$ cat config.mk
export PLATFORM = sky130hd
export DESIGN_NAME = xme_exec
export DESIGN_NICKNAME = d
export VERILOG_FILES = /design/src/hdl/xme_pkg.sv /design/src/hdl/xme_alu_if.sv /design/src/hdl/xme_alu.sv /design/src/hdl/xme_exec.sv
export VERILOG_INCLUDE_DIRS = /design/src /design/src/hdl
export SDC_FILE = /design/constraint.sdc
export NUM_CORES = 1
export LEC_CHECK = 0
export BUFFER_PORTS_ARGS = -buffer_cell sky130_fd_sc_hd__buf_2
export CAP_MARGIN = 30
export CORE_ASPECT_RATIO = 1.4
export CORE_MARGIN = 2
export CORE_UTILIZATION = 25
export CTS_BUF_LIST = sky130_fd_sc_hd__clkbuf_4
export CTS_CLUSTER_SIZE = 25
export DETAILED_ROUTE_END_ITERATION = 10
export SYNTH_ARGS = -nofsm -noshare
export SYNTH_HDL_FRONTEND = slang
export SYNTH_SLANG_ARGS = --single-unit
$ cat constraint.sdc
create_clock -name pclk -period 3.8 [get_ports pclk]
set_input_delay 0.38 -clock pclk [delete_from_list [all_inputs] [get_ports pclk]]
set_output_delay 0.38 -clock pclk [all_outputs]
set_load 0.05 [all_outputs]
$ cat src/hdl/xme_defines.svh
// Register offsets, field positions and constants of the extended memory op unit
`ifndef XME_DEFINES_SVH
`define XME_DEFINES_SVH
`define XME_OFS_CMD 8'h00
`define XME_OFS_ACC 8'h04
`define XME_OFS_FLAGS 8'h08
`define XME_OFS_STATUS 8'h0C
`define XME_OFS_TPTR 8'h10
`define XME_OFS_THI 8'h14
`define XME_OFS_PAGE 8'h18
`define XME_MEM_SEL 2'b01
`define XME_MEM_SEL_RANGE 7:6
`define XME_MEM_IDX_RANGE 5:2
`define XME_MEM_DEPTH 16
`define XME_CMD_OP_RANGE 4:0
`define XME_CMD_BIT_RANGE 7:5
`define XME_CMD_ADDR_RANGE 11:8
`define XME_CMD_STRB 2'b11
`define XME_CMD_STRB_RANGE 1:0
`define XME_FLAG_C 0
`define XME_FLAG_HC 1
`define XME_FLAG_Z 2
`define XME_FLAG_RNG 3
`define XME_FLAG_SGN 4
`define XME_FLAG_CHZ 5
`define XME_ST_BUSY 0
`define XME_ST_SKIP 1
`define XME_BYTE_ZERO 8'h00
`define XME_BYTE_ONE 8'h01
`define XME_BYTE_ONES 8'hFF
`define XME_FLAGS_ZERO 6'h00
`define XME_CMD_ZERO 12'h000
`define XME_WORD_ZERO 32'h0000_0000
`define XME_PADDR_ZERO 16'h0000
`endif

$ cat src/hdl/xme_pkg.sv
// Types shared by the extended memory op unit
package xme_pkg;
	typedef enum logic [4:0] {
		XME_ROT_R = 5'h00, XME_ROT_R_ACC = 5'h01, XME_ROT_RC = 5'h02,
		XME_ROT_RC_ACC = 5'h03, XME_SBC_ACC = 5'h04, XME_SBC_MEM = 5'h05,
		XME_SUB_ACC = 5'h06, XME_SUB_MEM = 5'h07, XME_DSZ = 5'h08,
		XME_DSZ_ACC = 5'h09, XME_ISZ = 5'h0A, XME_ISZ_ACC = 5'h0B,
		XME_SET_BYTE = 5'h0C, XME_SET_BIT = 5'h0D, XME_SNZ_BIT = 5'h0E,
		XME_SNZ_BYTE = 5'h0F, XME_SZ_BYTE = 5'h10, XME_SZA = 5'h11,
		XME_SZ_BIT = 5'h12, XME_SWAP = 5'h13, XME_SWAP_ACC = 5'h14,
		XME_TABRD = 5'h15
	} xme_op_t;
	typedef enum logic [1:0] {
		XME_IDLE = 2'b00,
		XME_EXEC = 2'b01,
		XME_DUMMY = 2'b10
	} xme_state_t;
	typedef logic [7:0] xme_byte_t;
	typedef logic [5:0] xme_flags_t;
endpackage : xme_pkg

$ cat src/hdl/xme_alu_if.sv
// Operand and result bundle between sequencer and datapath
`timescale 1ns/1ps
interface xme_alu_if;
	import xme_pkg::*;
	xme_op_t op;
	logic [2:0] bit_sel;
	xme_byte_t operand;
	xme_byte_t acc;
	xme_flags_t flags;
	xme_byte_t result;
	xme_flags_t flags_out;
	logic wr_mem;
	logic wr_acc;
	logic skip;
	modport seq (output op, bit_sel, operand, acc, flags,
		input result, flags_out, wr_mem, wr_acc, skip);
	modport alu (input op, bit_sel, operand, acc, flags,
		output result, flags_out, wr_mem, wr_acc, skip);
endinterface : xme_alu_if

$ cat src/hdl/xme_alu.sv
// Combinational datapath of the extended memory op group
`timescale 1ns/1ps
`include "xme_defines.svh"
module xme_alu
	import xme_pkg::*;
(
	xme_alu_if.alu bus
);
	logic borrow_in;
	logic [8:0] diff;
	logic [4:0] low_diff;
	xme_byte_t mask;
	logic sgn_ovf;
	logic is_sbc;
	assign mask = `XME_BYTE_ONE << bus.bit_sel;
	assign is_sbc = (bus.op == XME_SBC_ACC || bus.op == XME_SBC_MEM);
	// RULE4: inverted carry borrows
	assign borrow_in = is_sbc ? ~bus.flags[`XME_FLAG_C] : 1'b0;
	// RULE7: plain difference
	assign diff = {1'b0, bus.acc} - {1'b0, bus.operand} - {8'h00, borrow_in};
	assign low_diff = {1'b0, bus.acc[3:0]} - {1'b0, bus.operand[3:0]} - {4'h0, borrow_in};
	assign sgn_ovf = (bus.acc[7] ^ bus.operand[7]) & (diff[7] ^ bus.acc[7]);
	always_comb begin
		bus.result = bus.operand;
		bus.flags_out = bus.flags;
		bus.wr_mem = 1'b0;
		bus.wr_acc = 1'b0;
		bus.skip = 1'b0;
		unique case (bus.op)
			// RULE1: rotate in place
			XME_ROT_R: begin
				bus.result = {bus.operand[0], bus.operand[7:1]};
				bus.wr_mem = 1'b1;
			end
			// RULE2: rotate into accumulator
			XME_ROT_R_ACC: begin
				bus.result = {bus.operand[0], bus.operand[7:1]};
				bus.wr_acc = 1'b1;
			end
			// RULE3: nine-bit ring
			XME_ROT_RC, XME_ROT_RC_ACC: begin
				bus.result = {bus.flags[`XME_FLAG_C], bus.operand[7:1]};
				bus.flags_out[`XME_FLAG_C] = bus.operand[0];
				bus.wr_mem = (bus.op == XME_ROT_RC);
				bus.wr_acc = (bus.op == XME_ROT_RC_ACC);
			end
			XME_SBC_ACC, XME_SBC_MEM, XME_SUB_ACC, XME_SUB_MEM: begin
				bus.result = diff[7:0];
				bus.wr_acc = (bus.op == XME_SBC_ACC || bus.op == XME_SUB_ACC);
				bus.wr_mem = (bus.op == XME_SBC_MEM || bus.op == XME_SUB_MEM);
				// RULE5: carry is inverted borrow
				bus.flags_out[`XME_FLAG_C] = ~diff[8];
				// RULE6: arithmetic flags
				bus.flags_out[`XME_FLAG_HC] = ~low_diff[4];
				bus.flags_out[`XME_FLAG_Z] = (diff[7:0] == `XME_BYTE_ZERO);
				bus.flags_out[`XME_FLAG_RNG] = sgn_ovf;
				bus.flags_out[`XME_FLAG_SGN] = sgn_ovf ^ diff[7];
				// Only a carried-in chain looks at the previous zero
				bus.flags_out[`XME_FLAG_CHZ] = (diff[7:0] == `XME_BYTE_ZERO) &
					((is_sbc && bus.flags[`XME_FLAG_C]) ? bus.flags[`XME_FLAG_Z] : 1'b1);
			end
			// RULE9: decrement, RULE11 for the accumulator form
			XME_DSZ, XME_DSZ_ACC: begin
				bus.result = bus.operand - `XME_BYTE_ONE;
				bus.wr_mem = (bus.op == XME_DSZ);
				bus.wr_acc = (bus.op == XME_DSZ_ACC);
				bus.skip = (bus.operand == `XME_BYTE_ONE);
			end
			// RULE10: increment, RULE11 for the accumulator form
			XME_ISZ, XME_ISZ_ACC: begin
				bus.result = bus.operand + `XME_BYTE_ONE;
				bus.wr_mem = (bus.op == XME_ISZ);
				bus.wr_acc = (bus.op == XME_ISZ_ACC);
				bus.skip = (bus.operand == `XME_BYTE_ONES);
			end
			// RULE12: all ones
			XME_SET_BYTE: begin
				bus.result = `XME_BYTE_ONES;
				bus.wr_mem = 1'b1;
			end
			// RULE13: one bit forced
			XME_SET_BIT: begin
				bus.result = bus.operand | mask;
				bus.wr_mem = 1'b1;
			end
			// RULE14: selected bit set
			XME_SNZ_BIT: bus.skip = |(bus.operand & mask);
			// RULE15: any bit set
			XME_SNZ_BYTE: bus.skip = (bus.operand != `XME_BYTE_ZERO);
			// RULE16: whole byte zero
			XME_SZ_BYTE: bus.skip = (bus.operand == `XME_BYTE_ZERO);
			// RULE17: copy then test
			XME_SZA: begin
				bus.wr_acc = 1'b1;
				bus.skip = (bus.operand == `XME_BYTE_ZERO);
			end
			// RULE18: selected bit clear
			XME_SZ_BIT: bus.skip = ~|(bus.operand & mask);
			// RULE19: swap in place, RULE20 into accumulator
			XME_SWAP, XME_SWAP_ACC: begin
				bus.result = {bus.operand[3:0], bus.operand[7:4]};
				bus.wr_mem = (bus.op == XME_SWAP);
				bus.wr_acc = (bus.op == XME_SWAP_ACC);
			end
			default: begin
			end
		endcase
	end
endmodule : xme_alu

$ cat src/hdl/xme_exec.sv
// APB-controlled sequencer, storage and checks of the extended memory op unit
// Functional notes
// RULE1: rotate memory right, bit0 to bit7, no flags
// RULE2: rotate right into accumulator, memory kept
// RULE3: rotate through carry, only carry changes
// RULE4: subtract with inverted carry, acc or memory
// RULE5: carry cleared on negative, set otherwise
// RULE6: subtracts update all six arithmetic flags
// RULE7: plain subtract, acc or memory destination
// RULE8: met skip adds one dummy cycle
// RULE9: decrement memory, skip when zero
// RULE10: increment memory, skip when wrapping zero
// RULE11: accumulator forms keep memory, test accumulator
// RULE12: byte set writes all ones
// RULE13: bit set forces one bit only
// RULE14: skip when selected bit is one
// RULE15: skip when byte is nonzero
// RULE16: skip when byte is zero
// RULE17: copy byte to acc, skip if zero
// RULE18: skip when selected bit is zero
// RULE19: swap nibbles in place
// RULE20: swapped byte to accumulator only
// RULE21: table read: low to memory, high latched
// RULE22: non-skipping ops take one cycle
`timescale 1ns/1ps
`include "xme_defines.svh"
module xme_exec
	import xme_pkg::*;
(
	input wire logic pclk,
	input wire logic presetn,
	input wire logic psel,
	input wire logic penable,
	input wire logic pwrite,
	input wire logic [7:0] paddr,
	input wire logic [31:0] pwdata,
	input wire logic [3:0] pstrb,
	output logic [31:0] prdata,
	output logic pready,
	output logic pslverr,
	output logic [15:0] prog_addr,
	input wire logic [15:0] prog_data,
	output logic busy
);
	xme_alu_if alu_bus();
	xme_state_t state_reg, state_next;
	xme_op_t op_reg;
	logic [2:0] bit_reg;
	logic [3:0] addr_reg;
	xme_byte_t acc_reg;
	xme_flags_t flags_reg;
	xme_byte_t tptr_reg, page_reg, thi_reg;
	xme_byte_t mem_reg [`XME_MEM_DEPTH];
	logic [11:0] cmd_reg;
	logic skip_reg;
	logic pready_reg, pslverr_reg;
	logic [31:0] prdata_reg;
	logic [15:0] prog_addr_reg;
	logic busy_reg;
	logic access, wr_done;
	logic is_mem;
	logic [3:0] mem_idx;
	logic [31:0] rd_mux;
	logic rd_err;
	logic cmd_take;

	// Mapped-address check, shared by read and write decode
	function automatic logic xme_mapped(input logic [7:0] a);
		xme_mapped = (a[`XME_MEM_SEL_RANGE] == `XME_MEM_SEL) ||
			(a == `XME_OFS_CMD) || (a == `XME_OFS_ACC) || (a == `XME_OFS_FLAGS) ||
			(a == `XME_OFS_STATUS) || (a == `XME_OFS_TPTR) ||
			(a == `XME_OFS_THI) || (a == `XME_OFS_PAGE);
	endfunction : xme_mapped

	assign access = psel & penable & ~pready_reg;
	assign wr_done = psel & penable & pready_reg & pwrite & pstrb[0];
	assign is_mem = (paddr[`XME_MEM_SEL_RANGE] == `XME_MEM_SEL);
	assign mem_idx = paddr[`XME_MEM_IDX_RANGE];
	// A command arriving while busy is dropped, never queued
	assign cmd_take = psel & penable & pready_reg & pwrite & (state_reg == XME_IDLE) &
		(pstrb[`XME_CMD_STRB_RANGE] == `XME_CMD_STRB) &
		(paddr == `XME_OFS_CMD);

	assign alu_bus.op = op_reg;
	assign alu_bus.bit_sel = bit_reg;
	assign alu_bus.operand = mem_reg[addr_reg];
	assign alu_bus.acc = acc_reg;
	assign alu_bus.flags = flags_reg;

	xme_alu u_alu (
		.bus(alu_bus.alu)
	);

	always_comb begin
		rd_mux = `XME_WORD_ZERO;
		rd_err = ~xme_mapped(paddr);
		if (is_mem) begin
			rd_mux[7:0] = mem_reg[mem_idx];
		end else begin
			unique case (paddr)
				`XME_OFS_CMD: rd_mux[11:0] = cmd_reg;
				`XME_OFS_ACC: rd_mux[7:0] = acc_reg;
				`XME_OFS_FLAGS: rd_mux[5:0] = flags_reg;
				`XME_OFS_STATUS: begin
					rd_mux[`XME_ST_BUSY] = busy_reg;
					rd_mux[`XME_ST_SKIP] = skip_reg;
				end
				`XME_OFS_TPTR: rd_mux[7:0] = tptr_reg;
				`XME_OFS_THI: rd_mux[7:0] = thi_reg;
				`XME_OFS_PAGE: rd_mux[7:0] = page_reg;
				default: rd_mux = `XME_WORD_ZERO;
			endcase
		end
	end

	// Fixed two-cycle access phase keeps read data registered
	always_ff @(posedge pclk or negedge presetn) begin
		if (!presetn) begin
			pready_reg <= 1'b0;
			pslverr_reg <= 1'b0;
			prdata_reg <= `XME_WORD_ZERO;
		end else begin
			pready_reg <= access;
			pslverr_reg <= access & rd_err;
			if (access && !pwrite) begin
				prdata_reg <= rd_mux;
			end
		end
	end

	always_comb begin
		state_next = state_reg;
		unique case (state_reg)
			XME_IDLE: if (cmd_take) state_next = XME_EXEC;
			// RULE8 RULE22: dummy only on skip
			XME_EXEC: state_next = alu_bus.skip ? XME_DUMMY : XME_IDLE;
			XME_DUMMY: state_next = XME_IDLE;
			default: state_next = XME_IDLE;
		endcase
	end

	always_ff @(posedge pclk or negedge presetn) begin
		if (!presetn) begin
			state_reg <= XME_IDLE;
			busy_reg <= 1'b0;
		end else begin
			state_reg <= state_next;
			busy_reg <= (state_next != XME_IDLE);
		end
	end

	always_ff @(posedge pclk or negedge presetn) begin
		if (!presetn) begin
			cmd_reg <= `XME_CMD_ZERO;
			op_reg <= XME_ROT_R;
			bit_reg <= 3'h0;
			addr_reg <= 4'h0;
		end else if (cmd_take) begin
			cmd_reg <= pwdata[11:0];
			op_reg <= xme_op_t'(pwdata[`XME_CMD_OP_RANGE]);
			bit_reg <= pwdata[`XME_CMD_BIT_RANGE];
			addr_reg <= pwdata[`XME_CMD_ADDR_RANGE];
		end
	end

	always_ff @(posedge pclk or negedge presetn) begin
		if (!presetn) begin
			skip_reg <= 1'b0;
		end else if (state_reg == XME_EXEC) begin
			skip_reg <= alu_bus.skip;
		end
	end

	// Execution update wins over a software write in the same cycle
	always_ff @(posedge pclk or negedge presetn) begin
		if (!presetn) begin
			acc_reg <= `XME_BYTE_ZERO;
		end else if (state_reg == XME_EXEC && alu_bus.wr_acc) begin
			acc_reg <= alu_bus.result;
		end else if (wr_done && paddr == `XME_OFS_ACC) begin
			acc_reg <= pwdata[7:0];
		end
	end

	always_ff @(posedge pclk or negedge presetn) begin
		if (!presetn) begin
			flags_reg <= `XME_FLAGS_ZERO;
		end else if (state_reg == XME_EXEC) begin
			flags_reg <= alu_bus.flags_out;
		end else if (wr_done && paddr == `XME_OFS_FLAGS) begin
			flags_reg <= pwdata[5:0];
		end
	end

	genvar gi;
	generate
		for (gi = 0; gi < `XME_MEM_DEPTH; gi++) begin : g_mem
			always_ff @(posedge pclk or negedge presetn) begin
				if (!presetn) begin
					mem_reg[gi] <= `XME_BYTE_ZERO;
				end else if (state_reg == XME_EXEC && addr_reg == 4'(gi)) begin
					// RULE21: low byte to memory
					if (op_reg == XME_TABRD) begin
						mem_reg[gi] <= prog_data[7:0];
					end else if (alu_bus.wr_mem) begin
						mem_reg[gi] <= alu_bus.result;
					end
				end else if (wr_done && is_mem && mem_idx == 4'(gi)) begin
					mem_reg[gi] <= pwdata[7:0];
				end
			end
		end
	endgenerate

	always_ff @(posedge pclk or negedge presetn) begin
		if (!presetn) begin
			tptr_reg <= `XME_BYTE_ZERO;
			page_reg <= `XME_BYTE_ZERO;
		end else if (wr_done) begin
			if (paddr == `XME_OFS_TPTR) tptr_reg <= pwdata[7:0];
			if (paddr == `XME_OFS_PAGE) page_reg <= pwdata[7:0];
		end
	end

	// Program address tracks the pointer one cycle late, settled before any command runs
	always_ff @(posedge pclk or negedge presetn) begin
		if (!presetn) begin
			prog_addr_reg <= `XME_PADDR_ZERO;
		end else begin
			prog_addr_reg <= {page_reg, tptr_reg};
		end
	end

	always_ff @(posedge pclk or negedge presetn) begin
		if (!presetn) begin
			thi_reg <= `XME_BYTE_ZERO;
		end else if (state_reg == XME_EXEC && op_reg == XME_TABRD) begin
			// RULE21: high byte latched
			thi_reg <= prog_data[15:8];
		end
	end

	assign prdata = prdata_reg;
	assign pready = pready_reg;
	assign pslverr = pslverr_reg;
	assign prog_addr = prog_addr_reg;
	assign busy = busy_reg;

	property p_skip_dummy;
		@(posedge pclk) disable iff (!presetn)
		(state_reg == XME_EXEC && alu_bus.skip) |=> (state_reg == XME_DUMMY) ##1
			(state_reg == XME_IDLE);
	endproperty
	a_skip_dummy: assert property (p_skip_dummy) // RULE8
		else $error("skip did not take exactly one dummy cycle");

	property p_one_cycle;
		@(posedge pclk) disable iff (!presetn)
		(state_reg == XME_EXEC && !alu_bus.skip) |=> (state_reg == XME_IDLE) && !busy_reg;
	endproperty
	a_one_cycle: assert property (p_one_cycle) // RULE22
		else $error("non-skipping op took more than one cycle");

	property p_rot_mem;
		@(posedge pclk) disable iff (!presetn)
		(state_reg == XME_EXEC && op_reg == XME_ROT_R) |=>
			(mem_reg[addr_reg] == {$past(alu_bus.operand[0]), $past(alu_bus.operand[7:1])})
			&& $stable(flags_reg);
	endproperty
	a_rot_mem: assert property (p_rot_mem) // RULE1
		else $error("rotate right in memory wrong");

	property p_rot_acc;
		@(posedge pclk) disable iff (!presetn)
		(state_reg == XME_EXEC && op_reg == XME_ROT_R_ACC) |=>
			(acc_reg == {$past(alu_bus.operand[0]), $past(alu_bus.operand[7:1])}) &&
			$stable(mem_reg[addr_reg]) && $stable(flags_reg);
	endproperty
	a_rot_acc: assert property (p_rot_acc) // RULE2
		else $error("rotate right to accumulator wrong");

	property p_rot_carry;
		@(posedge pclk) disable iff (!presetn)
		(state_reg == XME_EXEC && op_reg == XME_ROT_RC) |=>
			(flags_reg[`XME_FLAG_C] == $past(alu_bus.operand[0])) &&
			(mem_reg[addr_reg][7] == $past(flags_reg[`XME_FLAG_C])) &&
			(flags_reg[5:1] == $past(flags_reg[5:1]));
	endproperty
	a_rot_carry: assert property (p_rot_carry) // RULE3
		else $error("rotate through carry wrong");

	property p_sub_carry;
		@(posedge pclk) disable iff (!presetn)
		(state_reg == XME_EXEC && op_reg == XME_SUB_ACC) |=>
			(flags_reg[`XME_FLAG_C] == ($past(acc_reg) >= $past(alu_bus.operand))) &&
			(acc_reg == 8'($past(acc_reg) - $past(alu_bus.operand)));
	endproperty
	a_sub_carry: assert property (p_sub_carry) // RULE5
		else $error("subtract carry or result wrong");

	property p_sbc_mem;
		@(posedge pclk) disable iff (!presetn)
		(state_reg == XME_EXEC && op_reg == XME_SBC_MEM) |=>
			(mem_reg[addr_reg] == 8'($past(acc_reg) - $past(alu_bus.operand) -
			{7'h00, ~$past(flags_reg[`XME_FLAG_C])})) && $stable(acc_reg) &&
			(flags_reg[`XME_FLAG_Z] == (mem_reg[addr_reg] == `XME_BYTE_ZERO));
	endproperty
	a_sbc_mem: assert property (p_sbc_mem) // RULE4
		else $error("subtract with borrow to memory wrong");

	property p_dec_skip;
		@(posedge pclk) disable iff (!presetn)
		(state_reg == XME_EXEC && op_reg == XME_DSZ) |=>
			(mem_reg[addr_reg] == 8'($past(alu_bus.operand) - `XME_BYTE_ONE)) &&
			((state_reg == XME_DUMMY) == (mem_reg[addr_reg] == `XME_BYTE_ZERO)) &&
			$stable(flags_reg);
	endproperty
	a_dec_skip: assert property (p_dec_skip) // RULE9
		else $error("decrement and skip wrong");

	property p_inc_acc;
		@(posedge pclk) disable iff (!presetn)
		(state_reg == XME_EXEC && op_reg == XME_ISZ_ACC) |=>
			(acc_reg == 8'($past(alu_bus.operand) + `XME_BYTE_ONE)) &&
			$stable(mem_reg[addr_reg]) &&
			((state_reg == XME_DUMMY) == (acc_reg == `XME_BYTE_ZERO));
	endproperty
	a_inc_acc: assert property (p_inc_acc) // RULE11
		else $error("increment to accumulator wrong");

	property p_set_byte;
		@(posedge pclk) disable iff (!presetn)
		(state_reg == XME_EXEC && op_reg == XME_SET_BYTE) |=>
			(mem_reg[addr_reg] == `XME_BYTE_ONES) && $stable(flags_reg);
	endproperty
	a_set_byte: assert property (p_set_byte) // RULE12
		else $error("byte set wrong");

	property p_bit_zero_skip;
		@(posedge pclk) disable iff (!presetn)
		(state_reg == XME_EXEC && op_reg == XME_SZ_BIT) |->
			(alu_bus.skip == !alu_bus.operand[bit_reg]) ##1
			($stable(mem_reg[addr_reg]) && $stable(acc_reg));
	endproperty
	a_bit_zero_skip: assert property (p_bit_zero_skip) // RULE18
		else $error("bit zero test wrong");

	property p_table_read;
		@(posedge pclk) disable iff (!presetn)
		(state_reg == XME_EXEC && op_reg == XME_TABRD) |=>
			(thi_reg == $past(prog_data[15:8])) &&
			(mem_reg[addr_reg] == $past(prog_data[7:0])) && $stable(flags_reg);
	endproperty
	a_table_read: assert property (p_table_read) // RULE21
		else $error("table read wrong");
endmodule : xme_exec

Yosys cells after proc, flatten, opt, wreduce, memory -nomap -nowiden
Cells that the tools add are included.
{ "totals": {"regBits": 244, "inputBits": 65, "output_inout_bits": 51, "elab_cells": 314} }
{ "op_classes": {"addsub": 6, "n_lt_le_gt_ge": 2, "eq_ne": 80, "n_shift": 1, "mux": 61, "bitwise_logic": 23, "reduce_logical": 108} }
{ "op_table": {"columns": ["op", "count"], "rows": [
  ["8-bit two-way mux", 41],
  ["8-bit binary-select mux with 4-bit select", 2],
  ["4-bit equality test, second input constant", 16],
  ["8-bit one-hot mux with 8 select lines", 1],
  ["3-bit != test, second input constant", 14],
  ["5-bit by 4-bit equality test with 1-bit output, second input constant", 8],
  ["2-bit AND reduction", 20],
  ["1-bit logical AND", 39],
  ["2-bit nonzero test", 19],
  ["4-bit by 3-bit equality test with 1-bit output, second input constant", 8],
  ["5-bit equality test, second input constant", 6],
  ["8-bit by 5-bit equality test with 1-bit output, second input constant", 3],
  ["8-bit zero test", 3],
  ["4-bit one-hot mux with 6 select lines", 1],
  ["5-bit by 3-bit equality test with 1-bit output, second input constant", 4],
  ["1-bit one-hot mux with 6 select lines", 3],
  ["4-bit by 2-bit equality test with 1-bit output, second input constant", 4],
  ["8-bit by 4-bit equality test with 1-bit output, second input constant", 2],
  ["2-bit one-hot mux with 7 select lines", 1],
  ["2-bit OR reduction", 7],
  ["6-bit two-way mux", 2],
  ["1-bit bitwise AND", 11],
  ["5-bit by 2-bit equality test with 1-bit output, second input constant", 2],
  ["5-bit >= comparator, second input constant", 2],
  ["38 further kinds", 62]
]} }

Depth between registers and ports, before layout
Gate-level depths: netlist (run 1).
{ "depth": {"depth_word": 11, "ltp_mapped": 19, "mapped_depth_nobuf": 15} }

By module
Synthesis (run 1) repeated with hierarchy kept, for this count alone.
{ "hier_totals": {"cells_unflattened": 1326, "area_unflattened_um2": 14104.8} }
{ "modules_own_cells": {"columns": ["mod", "n_inst", "cells_per_inst", "area_each_um2", "seq_area_each_um2"], "rows": [
  ["xme_exec", 1, 1065, 12408.2, 5305.1],
  ["xme_alu", 1, 261, 1696.6, 0.0]
]} }

Least setup slack after synthesis (run 1)
Ideal clock, no wire load.
{ "synth_path": {"path_type": "register -> register", "startpoint": "register addr_reg[1]", "endpoint": "register flags_reg[5], in the netlist alu_bus.flags[5]", "setup_ns": 0.064, "t_arrival_ns": 4.114, "setup_slack_ns": -0.378, "stages_incl_launch_ff": 18, "period_less_slack_ns": 4.178, "path_cell_list": "dfrtp_1 -> buf_6 -> buf_6 -> buf_6 -> mux4_2 -> a22o_1 -> nor2_2 -> fa_1 -> ha_1 -> o21a_1 -> o211ai_1 -> a21boi_0 -> o21ai_0 -> nand2b_1 -> xnor2_1 -> or4b_2 -> o21ai_0 -> o21a_1"} }
{ "synth_between": {"elab_chain_len": 10} }
{ "synth_rtl": {"columns": ["element", "line", "rtl"], "rows": [
  ["start, declared", "xme_exec.sv:49", "logic [3:0] addr_reg;"],
  ["start signal, assigned", "xme_exec.sv:162", "addr_reg <= pwdata[`XME_CMD_ADDR_RANGE];"],
  ["4-bit inverter with 5-bit output (not written as such)", "xme_exec.sv:86", "assign alu_bus.operand = mem_reg[addr_reg];"],
  ["8-bit binary-select mux with 4-bit select", "xme_exec.sv:86", null],
  ["8-bit two-way mux (not written as such) (2 in series)", "xme_exec.sv:86", null],
  ["8-bit by 8-bit subtractor with 9-bit output", "xme_alu.sv:20", "assign diff = {1'b0, bus.acc} - {1'b0, bus.operand} - {8'h00, borrow_in};"],
  ["9-bit by 1-bit subtractor with 9-bit output", "xme_alu.sv:20", null],
  ["8-bit zero test (no line)", null, null],
  ["1-bit bitwise AND", "xme_alu.sv:59", "bus.flags_out[`XME_FLAG_CHZ] = (diff[7:0] == `XME_BYTE_ZERO) &"],
  ["5-bit two-way mux", "xme_alu.sv:29", "unique case (bus.op)"],
  ["6-bit two-way mux", "xme_exec.sv:188", "end else if (state_reg == XME_EXEC) begin"],
  ["end signal, assigned", "xme_exec.sv:187", "flags_reg <= `XME_FLAGS_ZERO;"],
  ["end signal, assigned", "xme_exec.sv:189", "flags_reg <= alu_bus.flags_out;"],
  ["end signal, assigned", "xme_exec.sv:191", "flags_reg <= pwdata[5:0];"],
  ["end, declared", "xme_exec.sv:51", "xme_flags_t flags_reg;"]
]} }
Every way passes these cells. The select of a mux whose other input is x is not followed.
A chain may end at the register's enable or synchronous reset.

Final worst setup path (run 1)
{ "layout_path": {"startpoint": "register addr_reg[1]", "endpoint": "register mem_reg[99] (netlist bit)"} }
{ "layout_between": {"elab_chain_len": 10, "elab_cells_between_ends": 18, "cone_classes": "add/sub (4); eq/ne (2); mux (7); bitwise (2); reduce/logical (3)"} }
{ "layout_rtl": {"columns": ["element", "line", "rtl"], "rows": [
  ["4-bit inverter with 5-bit output (not written as such)", "xme_exec.sv:86", null],
  ["8-bit binary-select mux with 4-bit select", "xme_exec.sv:86", null],
  ["8-bit two-way mux (not written as such) (2 in series)", "xme_exec.sv:86", null],
  ["8-bit by 8-bit subtractor with 9-bit output", "xme_alu.sv:20", null],
  ["9-bit by 1-bit subtractor with 9-bit output", "xme_alu.sv:20", null],
  ["8-bit one-hot mux with 8 select lines", "xme_alu.sv:29", null],
  ["8-bit two-way mux", "xme_exec.sv:205", "end else if (alu_bus.wr_mem) begin"],
  ["8-bit two-way mux", "xme_exec.sv:203", "if (op_reg == XME_TABRD) begin"],
  ["8-bit two-way mux", "xme_exec.sv:201", "end else if (state_reg == XME_EXEC && addr_reg == 4'(gi)) begin"],
  ["end signal, assigned by index", "xme_exec.sv:200", "mem_reg[gi] <= `XME_BYTE_ZERO;"],
  ["end signal, assigned by index", "xme_exec.sv:204", "mem_reg[gi] <= prog_data[7:0];"],
  ["end signal, assigned by index", "xme_exec.sv:206", "mem_reg[gi] <= alu_bus.result;"],
  ["end, declared", "xme_exec.sv:53", "xme_byte_t mem_reg [`XME_MEM_DEPTH];"]
]} }
Parallel ways exist; a longest one is shown, timed or not. The select of a mux whose other input is x is not followed.

==> results.py, run 1 <==
metrics = {
    "status": {
        "outcome": "finished with violations",
        "violations": "setup timing",
    },
    "grt": {
        "grt_pass1_vias": 14300,
        "grt_use_total_pct": 21.4,
        "grt_start_max_net_pins": 111,
        "antenna_found_initial": 6,
        "grt_pass1_wl_mm": 91.3,
        "overflow": 0,
    },
    "worst_setup_path": {
        "cp-end-kind": "register",
        "slowest_delay_ps": 500,
        "worstPathArrival_ps": 4780,
        "worst-path-max-fanout": 8,
        "crit_start": "addr_reg[1]",
        "startpoint_type": "register",
        "r2r_start": "addr_reg[1]",
        "cp_slowest_cell": "fa_2",
        "crit_buf_inv": 6,
        "crit_family": "compound AO/OA/AOI/OAI gates",
        "crit_path_frequent_cell": "buf_4",
        "crit_type": "register to register",
        "required_ps": 4460,
        "crit_chain": "buf_12, buf_4, mux4_2, a22o_1, nor2_4, fa_2, ha_4, o21a_1, buf_4, nor2_4, xor2_1, buf_4, o22ai_1, a21o_1, nor2_2, o2bb2ai_2, buf_6, buf_12, o211ai_1, o21a_1",
    },
    "power": {
        "p_sw_mw": 1.54,
        "p_seq_share_pct": 46.1,
        "p_int_mw": 3.54,
        "powerDensity_mw_per_mm2": 273,
        "peakVddDrop_mv": 0.162,
        "leakage_nw": 7.58,
        "power_frac_comb_pct": 13.6,
        "power_mw": 5.08,
        "switching_share_pct": 30.3,
        "power.share.clock_pct": 40.4,
    },
    "timing": {
        "worst_pin_slew_ps": 1080,
        "clock_skew_ps": 50.9,
        "rsz0062_at_grt": "yes",
        "period_share_pct": 109,
        "max_freq_mhz": 242,
        "finalSetupViolCount": 100,
        "setup_ws_ps": -325,
        "timing.hold.ws_ps": 77.7,
        "maxSlewHeadroom_pct": 28.3,
        "fin_crit_ps": 4130,
        "hold_viol_final": 0,
        "finalMaxSlewViolations": 0,
    },
    "route": {
        "wl_met3_mm": 4.69,
        "drc": 0,
        "routedWlPerCell_um": 25.2,
        "vias": 14200,
        "dr.pass1.iters": 7,
        "first_iter_violations": 1131,
        "postRouteAntennaNets": 0,
        "top_layer": "met5",
        "m1WireLength_mm": 21.7,
        "routed_wl_mm": 63.3,
        "vias_per_cell": 5.66,
        "wl_met2_mm": 31.3,
    },
    "min_path": {
        "hp-start": "pwrite",
        "hold_class": "primary input to register",
    },
    "yosys": {
        "yosysSeqAreaShare_pct": 38.5,
        "synth_edf_count": 0,
        "ys_seq_elements": 212,
        "synth-async-reset-ratio_pct": 100,
        "ys_top_cells_by_area": "dfrtp_1, mux4_2, o21ai_0",
        "synth.largest_area_cell": "dfrtp_1",
        "synth.avg_cell_area_um2": 9.74,
        "synth_cell_types": 87,
        "synthCells": 1414,
        "synth_area_mm2": 0.0138,
        "ys.flop_type": "dfrtp_1",
        "yosys_warnings": 0,
        "synth.top_cell.area_share_pct": 38.5,
    },
    "floorplanning": {
        "initial_core_util_pct": 25.4,
        "die_x_um": 202,
        "ios": 116,
        "dieHeight_um": 282,
        "design.core.area_mm2": 0.0543,
        "rows": 101,
        "die-area_mm2": 0.0570,
    },
    "cells_and_area": {
        "final_layout_size_suffix_gt1_share_pct": 39.3,
        "fin_cells": 2510,
        "regArea_mm2": 0.00531,
        "fillCellCount": 5540,
        "largest_reg_flops": 128,
        "mostFrequentLayoutCells": "buf_4, dfrtp_1, nand2_1",
        "layout_commonest_cell": "buf_4",
        "nets": 1831,
        "multi_input_area_mm2": 0.00853,
        "syn2layout_area_growth_pct": 35.0,
    },
    "place": {
        "portBuffers": 73,
        "globalplace.congestion": 1.00,
        "post-place-cells": 2354,
        "hpwlAfterDp_mm": 46.9,
    },
    "flow_run": {
        "max_cap_violations": 0,
    },
    "clocking": {
        "clock_path_buffers": 3,
        "clk_pin_slew_ps": 70,
        "numCtsBuffers": 55,
        "clock_sinks": 212,
        "root_buffer": "clkbuf_4",
        "clkLatencyLatePin_ps": 780,
        "cts_tree": "yes",
        "cts_max_level": 2,
    },
}
==> worst paths after layout <==
| check | cells after the start | end | slack (ps) |
|---|---|---|---|
| worst min register to register | 0 | prog_addr[10] | 400 |
| min in group asynchronous | 2 | mem_reg[2] | 320 |
| worst min-delay path | 4 | prdata[9] | 80 |
| worst max register to register | 20 | mem_reg[99] | -330 |
| worst max-delay path | 20 | mem_reg[99] | -330 |
| max in group asynchronous | 3 | mem_reg[45] | 2420 |
==> cell type report <==
| type | instances | share of cell area, % |
|---|---|---|
| Clock buffer | 80 | 3.23 |
| Sequential cell | 212 | 28.5 |
| Clock inverter | 19 | 0.505 |
| Multi-Input combinational cell | 1067 | 45.9 |
| Antenna cell | 1 | 0.0135 |
| Inverter | 40 | 0.861 |
| Tap cell | 721 | 4.85 |
| Timing Repair Buffer | 370 | 16.1 |
==> power by group through the flow <==
stage	logic, mW	clock network, mW	registers, mW
2_1_floorplan	0.301	0	2.41
3_3_place_gp	0.597	0	2.38
3_5_place_dp	0.603	0	2.38
4_1_cts	0.654	2.09	2.34
5_1_grt	0.727	2.20	2.35
6_report	0.690	2.05	2.34
==> synth_stat cells, types with 6 or more instances <==
cell type and number:
buf_1 7, buf_2 10, o22ai_1 24, o221ai_1 6, mux2_2 39, a22oi_1 73, or3_1 14, o21ai_0 129
and3_1 8, o31ai_1 8, clkbuf_1 71, o21ai_2 10, nor2b_1 16, and2_1 7, dfrtp_1 212, nor2_1 85
xnor2_1 9, a21oi_1 90, o211ai_1 18, nand3_1 51, ha_1 18, buf_4 21, mux2i_1 34, a31oi_1 6
nor3_1 45, a221oi_1 17, inv_1 37, o21a_1 8, mux4_2 70, nand2_1 155, nand2b_1 11
==> cells by family after synthesis <==
group / Yosys count / share of synthesized area [%]
adder cells (fa/ha/maj): 20 / 1.93
buffers and inverters: 155 / 5.30
AND/OR/NAND/NOR: 412 / 13.7
AO/OA/AOI/OAI: 453 / 21.7
flip-flops: 212 / 38.5
other: 1 / 0.0272
XOR/XNOR: 12 / 0.763
multiplexers: 149 / 18.0
==> per-layer routing <==
| layer | up-vias | GRT usage, % |
|---|---|---|
| li1 | 6023 | - |
| met1 | 7029 | 23.3 |
| met2 | 863 | 37.5 |
| met3 | 284 | 3.79 |
| met4 | 8 | 15.4 |
| met5 | - | 0 |
==> worst reg2reg max path: stages (launching register included) <==
cell       delay [ps]
dfrtp_2           430
buf_12            150
buf_4             170
mux4_2            300
a22o_1            220
nor2_4            190
fa_2              500
ha_4              180
o21a_1            190
buf_4             150
nor2_4            100
xor2_1            160
buf_4             140
o22ai_1            70
a21o_1            220
nor2_2            130
o2bb2ai_2         170
buf_6             170
buf_12            130
o211ai_1          110
o21a_1            130
==> through the flow <==
stage | setup WS [ps] | utilization [%] | cell area [um^2] | TNS [ps]
after floorplan | -69.4 | - | 13900 | -628
after global placement | -334 | 30.5 | 16600 | -16760
after detailed placement | -380 | 30.5 | 16600 | -20640
after CTS | -302 | 33.3 | 18100 | -11250
after global routing | -404 | 34.2 | 18600 | -24850
final | -325 | 34.2 | 18600 | -14520
==> what timing repair did <==
item	CTS	global route
resized for setup	113	117
pin swaps	30	69
setup endpoints to repair	112	128
endpoints found under the hold margin	120	0
gates cloned	3	3
buffers inserted	27	16
hold buffers	14	0
(Power assumes the default switching activity.)
==> run 2, diff against run 1 <==
- CORE_UTILIZATION: 25 -> 55
- PLACE_DENSITY: not set -> 0.77
==> results.py, run 2 (synthesized netlist as in run 1, its figures left out) <==
metrics = {
    "worst_setup_path": {
        "worst-path-max-fanout": 4,
        "endpoint": "mem_reg[93]",
        "r2r.worst_path.cells": 17,
        "r2r_start": "addr_reg[1]",
        "required_ps": 4480,
        "worstPathArrival_ps": 4800,
        "startpoint_type": "register",
        "cp-end-kind": "register",
        "rr_endpoint": "mem_reg[93]",
        "r2r_slack_ps": -320,
        "crit_type": "register to register",
        "crit_start": "addr_reg[1]",
    },
    "cells_and_area": {
        "final_layout_size_suffix_gt1_share_pct": 39.3,
        "nets": 1814,
        "mostFrequentLayoutCells": "buf_4, dfrtp_1, nand2_1",
        "largest_reg_flops": 128,
        "syn2layout_area_growth_pct": 29.8,
        "layout_commonest_cell": "buf_4",
        "finalCoreUtilization_pct": 72.5,
    },
    "place": {
        "globalplace.congestion": 1.03,
        "dp_slack_ps": -424,
        "portBuffers": 73,
        "hpwlAfterDp_mm": 42.5,
    },
    "grt": {
        "grt_pass1_vias": 14600,
        "grt_use_total_pct": 44.9,
        "overflow": 0,
        "grt_pass1_wl_mm": 86.2,
        "antenna_found_initial": 3,
        "grt_start_max_net_pins": 117,
    },
    "clocking": {
        "clk_pin_slew_ps": 70,
        "clock_sinks": 212,
        "cts_max_level": 2,
        "clkLatencyLatePin_ps": 770,
        "cts_tree": "yes",
        "numCtsBuffers": 56,
        "clock_path_buffers": 3,
        "root_buffer": "clkbuf_4",
    },
    "flow_run": {
        "max_cap_violations": 0,
    },
    "route": {
        "vias": 14400,
        "routed_wl_mm": 58.7,
        "postRouteAntennaNets": 0,
        "first_iter_violations": 1668,
        "routedWlPerCell_um": 28.2,
        "drc": 0,
        "dr.pass1.iters": 5,
        "vias_per_cell": 6.90,
    },
    "timing": {
        "fin_crit_ps": 4120,
        "rsz0062_at_grt": "yes",
        "finalMaxSlewViolations": 0,
        "max_freq_mhz": 243,
        "setup_ws_ps": -316,
        "worst_pin_slew_ps": 958,
        "period_share_pct": 108,
        "hold_viol_final": 0,
        "maxSlewHeadroom_pct": 36.1,
        "clock_skew_ps": 54.3,
        "finalSetupViolCount": 102,
    },
    "floorplanning": {
        "design.core.area_mm2": 0.0247,
        "die-area_mm2": 0.0264,
        "initial_core_util_pct": 55.8,
        "ios": 116,
        "die_x_um": 138,
        "dieHeight_um": 191,
        "rows": 68,
    },
    "status": {
        "outcome": "finished with violations",
        "violations": "setup timing",
    },
    "min_path": {
        "hold_class": "primary input to register",
        "hp-start": "psel",
    },
    "power": {
        "peakVddDrop_mv": 0.284,
        "powerDensity_mw_per_mm2": 288,
        "leakage_nw": 7.49,
    },
}
run 2: layer usage:
metal  GRT usage (%)  wire length (um)  up-vias
met4            39.3              6040        0
met3            9.52              5370      373
met5               0                 0        -
met2            72.8             28400     1094
met1            49.4             18900     6927
li1                -                 -     6001
run 2: final cells by class:
type	instances	area (um^2)
Inverter	40	154
Clock inverter	11	78.8
Sequential cell	212	5310
Tap cell	315	394
Multi-Input combinational cell	1066	8480
Timing Repair Buffer	353	2820
Clock buffer	86	646
Antenna cell	2	5.00
Fill cell	1824	6800
run 2: what timing repair did:
item,4_1_cts,5_1_grt
hold buffers,16,0
pin swaps,31,52
setup buffers,10,17
resized for setup,107,129
endpoints found under the hold margin,127,0
cloned,3,0
endpoints found under the setup margin,121,139
run 2: worst min path at each step:
stage	to	depth (start not counted)
3_3_place_gp	prog_addr[11]	0
4_1_cts	prdata[11]	5
5_1_grt	alu_bus.bit_sel[1]	3
2_1_floorplan	acc_reg[0]	0
6_report	prdata[11]	5
3_5_place_dp	prog_addr[5]	0
run 2: critical path, cell delays in order, from the launching register on:
cell and delay [ps]:
dfrtp_2 460, buf_12 150, buf_16 130, buf_6 110, mux4_2 290, a22o_1 250
nor2_4 170, fa_2 490, ha_4 170, o21a_1 180, o211ai_1 220, nand2_1 130
xnor2_2 170, o2111ai_2 200, a21oi_2 40, a311o_2 450, o211a_4 280, a22oi_2 150
run 2: per-stage QoR:
step	hold slack (ps)	cell area [um^2]	instances	setup TNS (ps)	power [mW]
after CTS	16.5	17400	2070	-14380	5.11
after floorplan	84.4	13900	1433	-628	2.71
after global routing	77.4	17900	2084	-29420	5.31
after global placement	380	16000	1944	-18630	2.95
after detailed placement	385	16000	1945	-24930	2.96
final	65.2	17900	2085	-16030	5.16
run 2: power by group:
part | switching [mW] | leakage, nW | total (mW) | internal, mW
clock network | 1.06 | 0.434 | 2.15 | 1.09
logic | 0.413 | 4.60 | 0.664 | 0.252
registers | 0.0346 | 2.46 | 2.34 | 2.30
total | 1.51 | 7.49 | 5.16 | 3.65
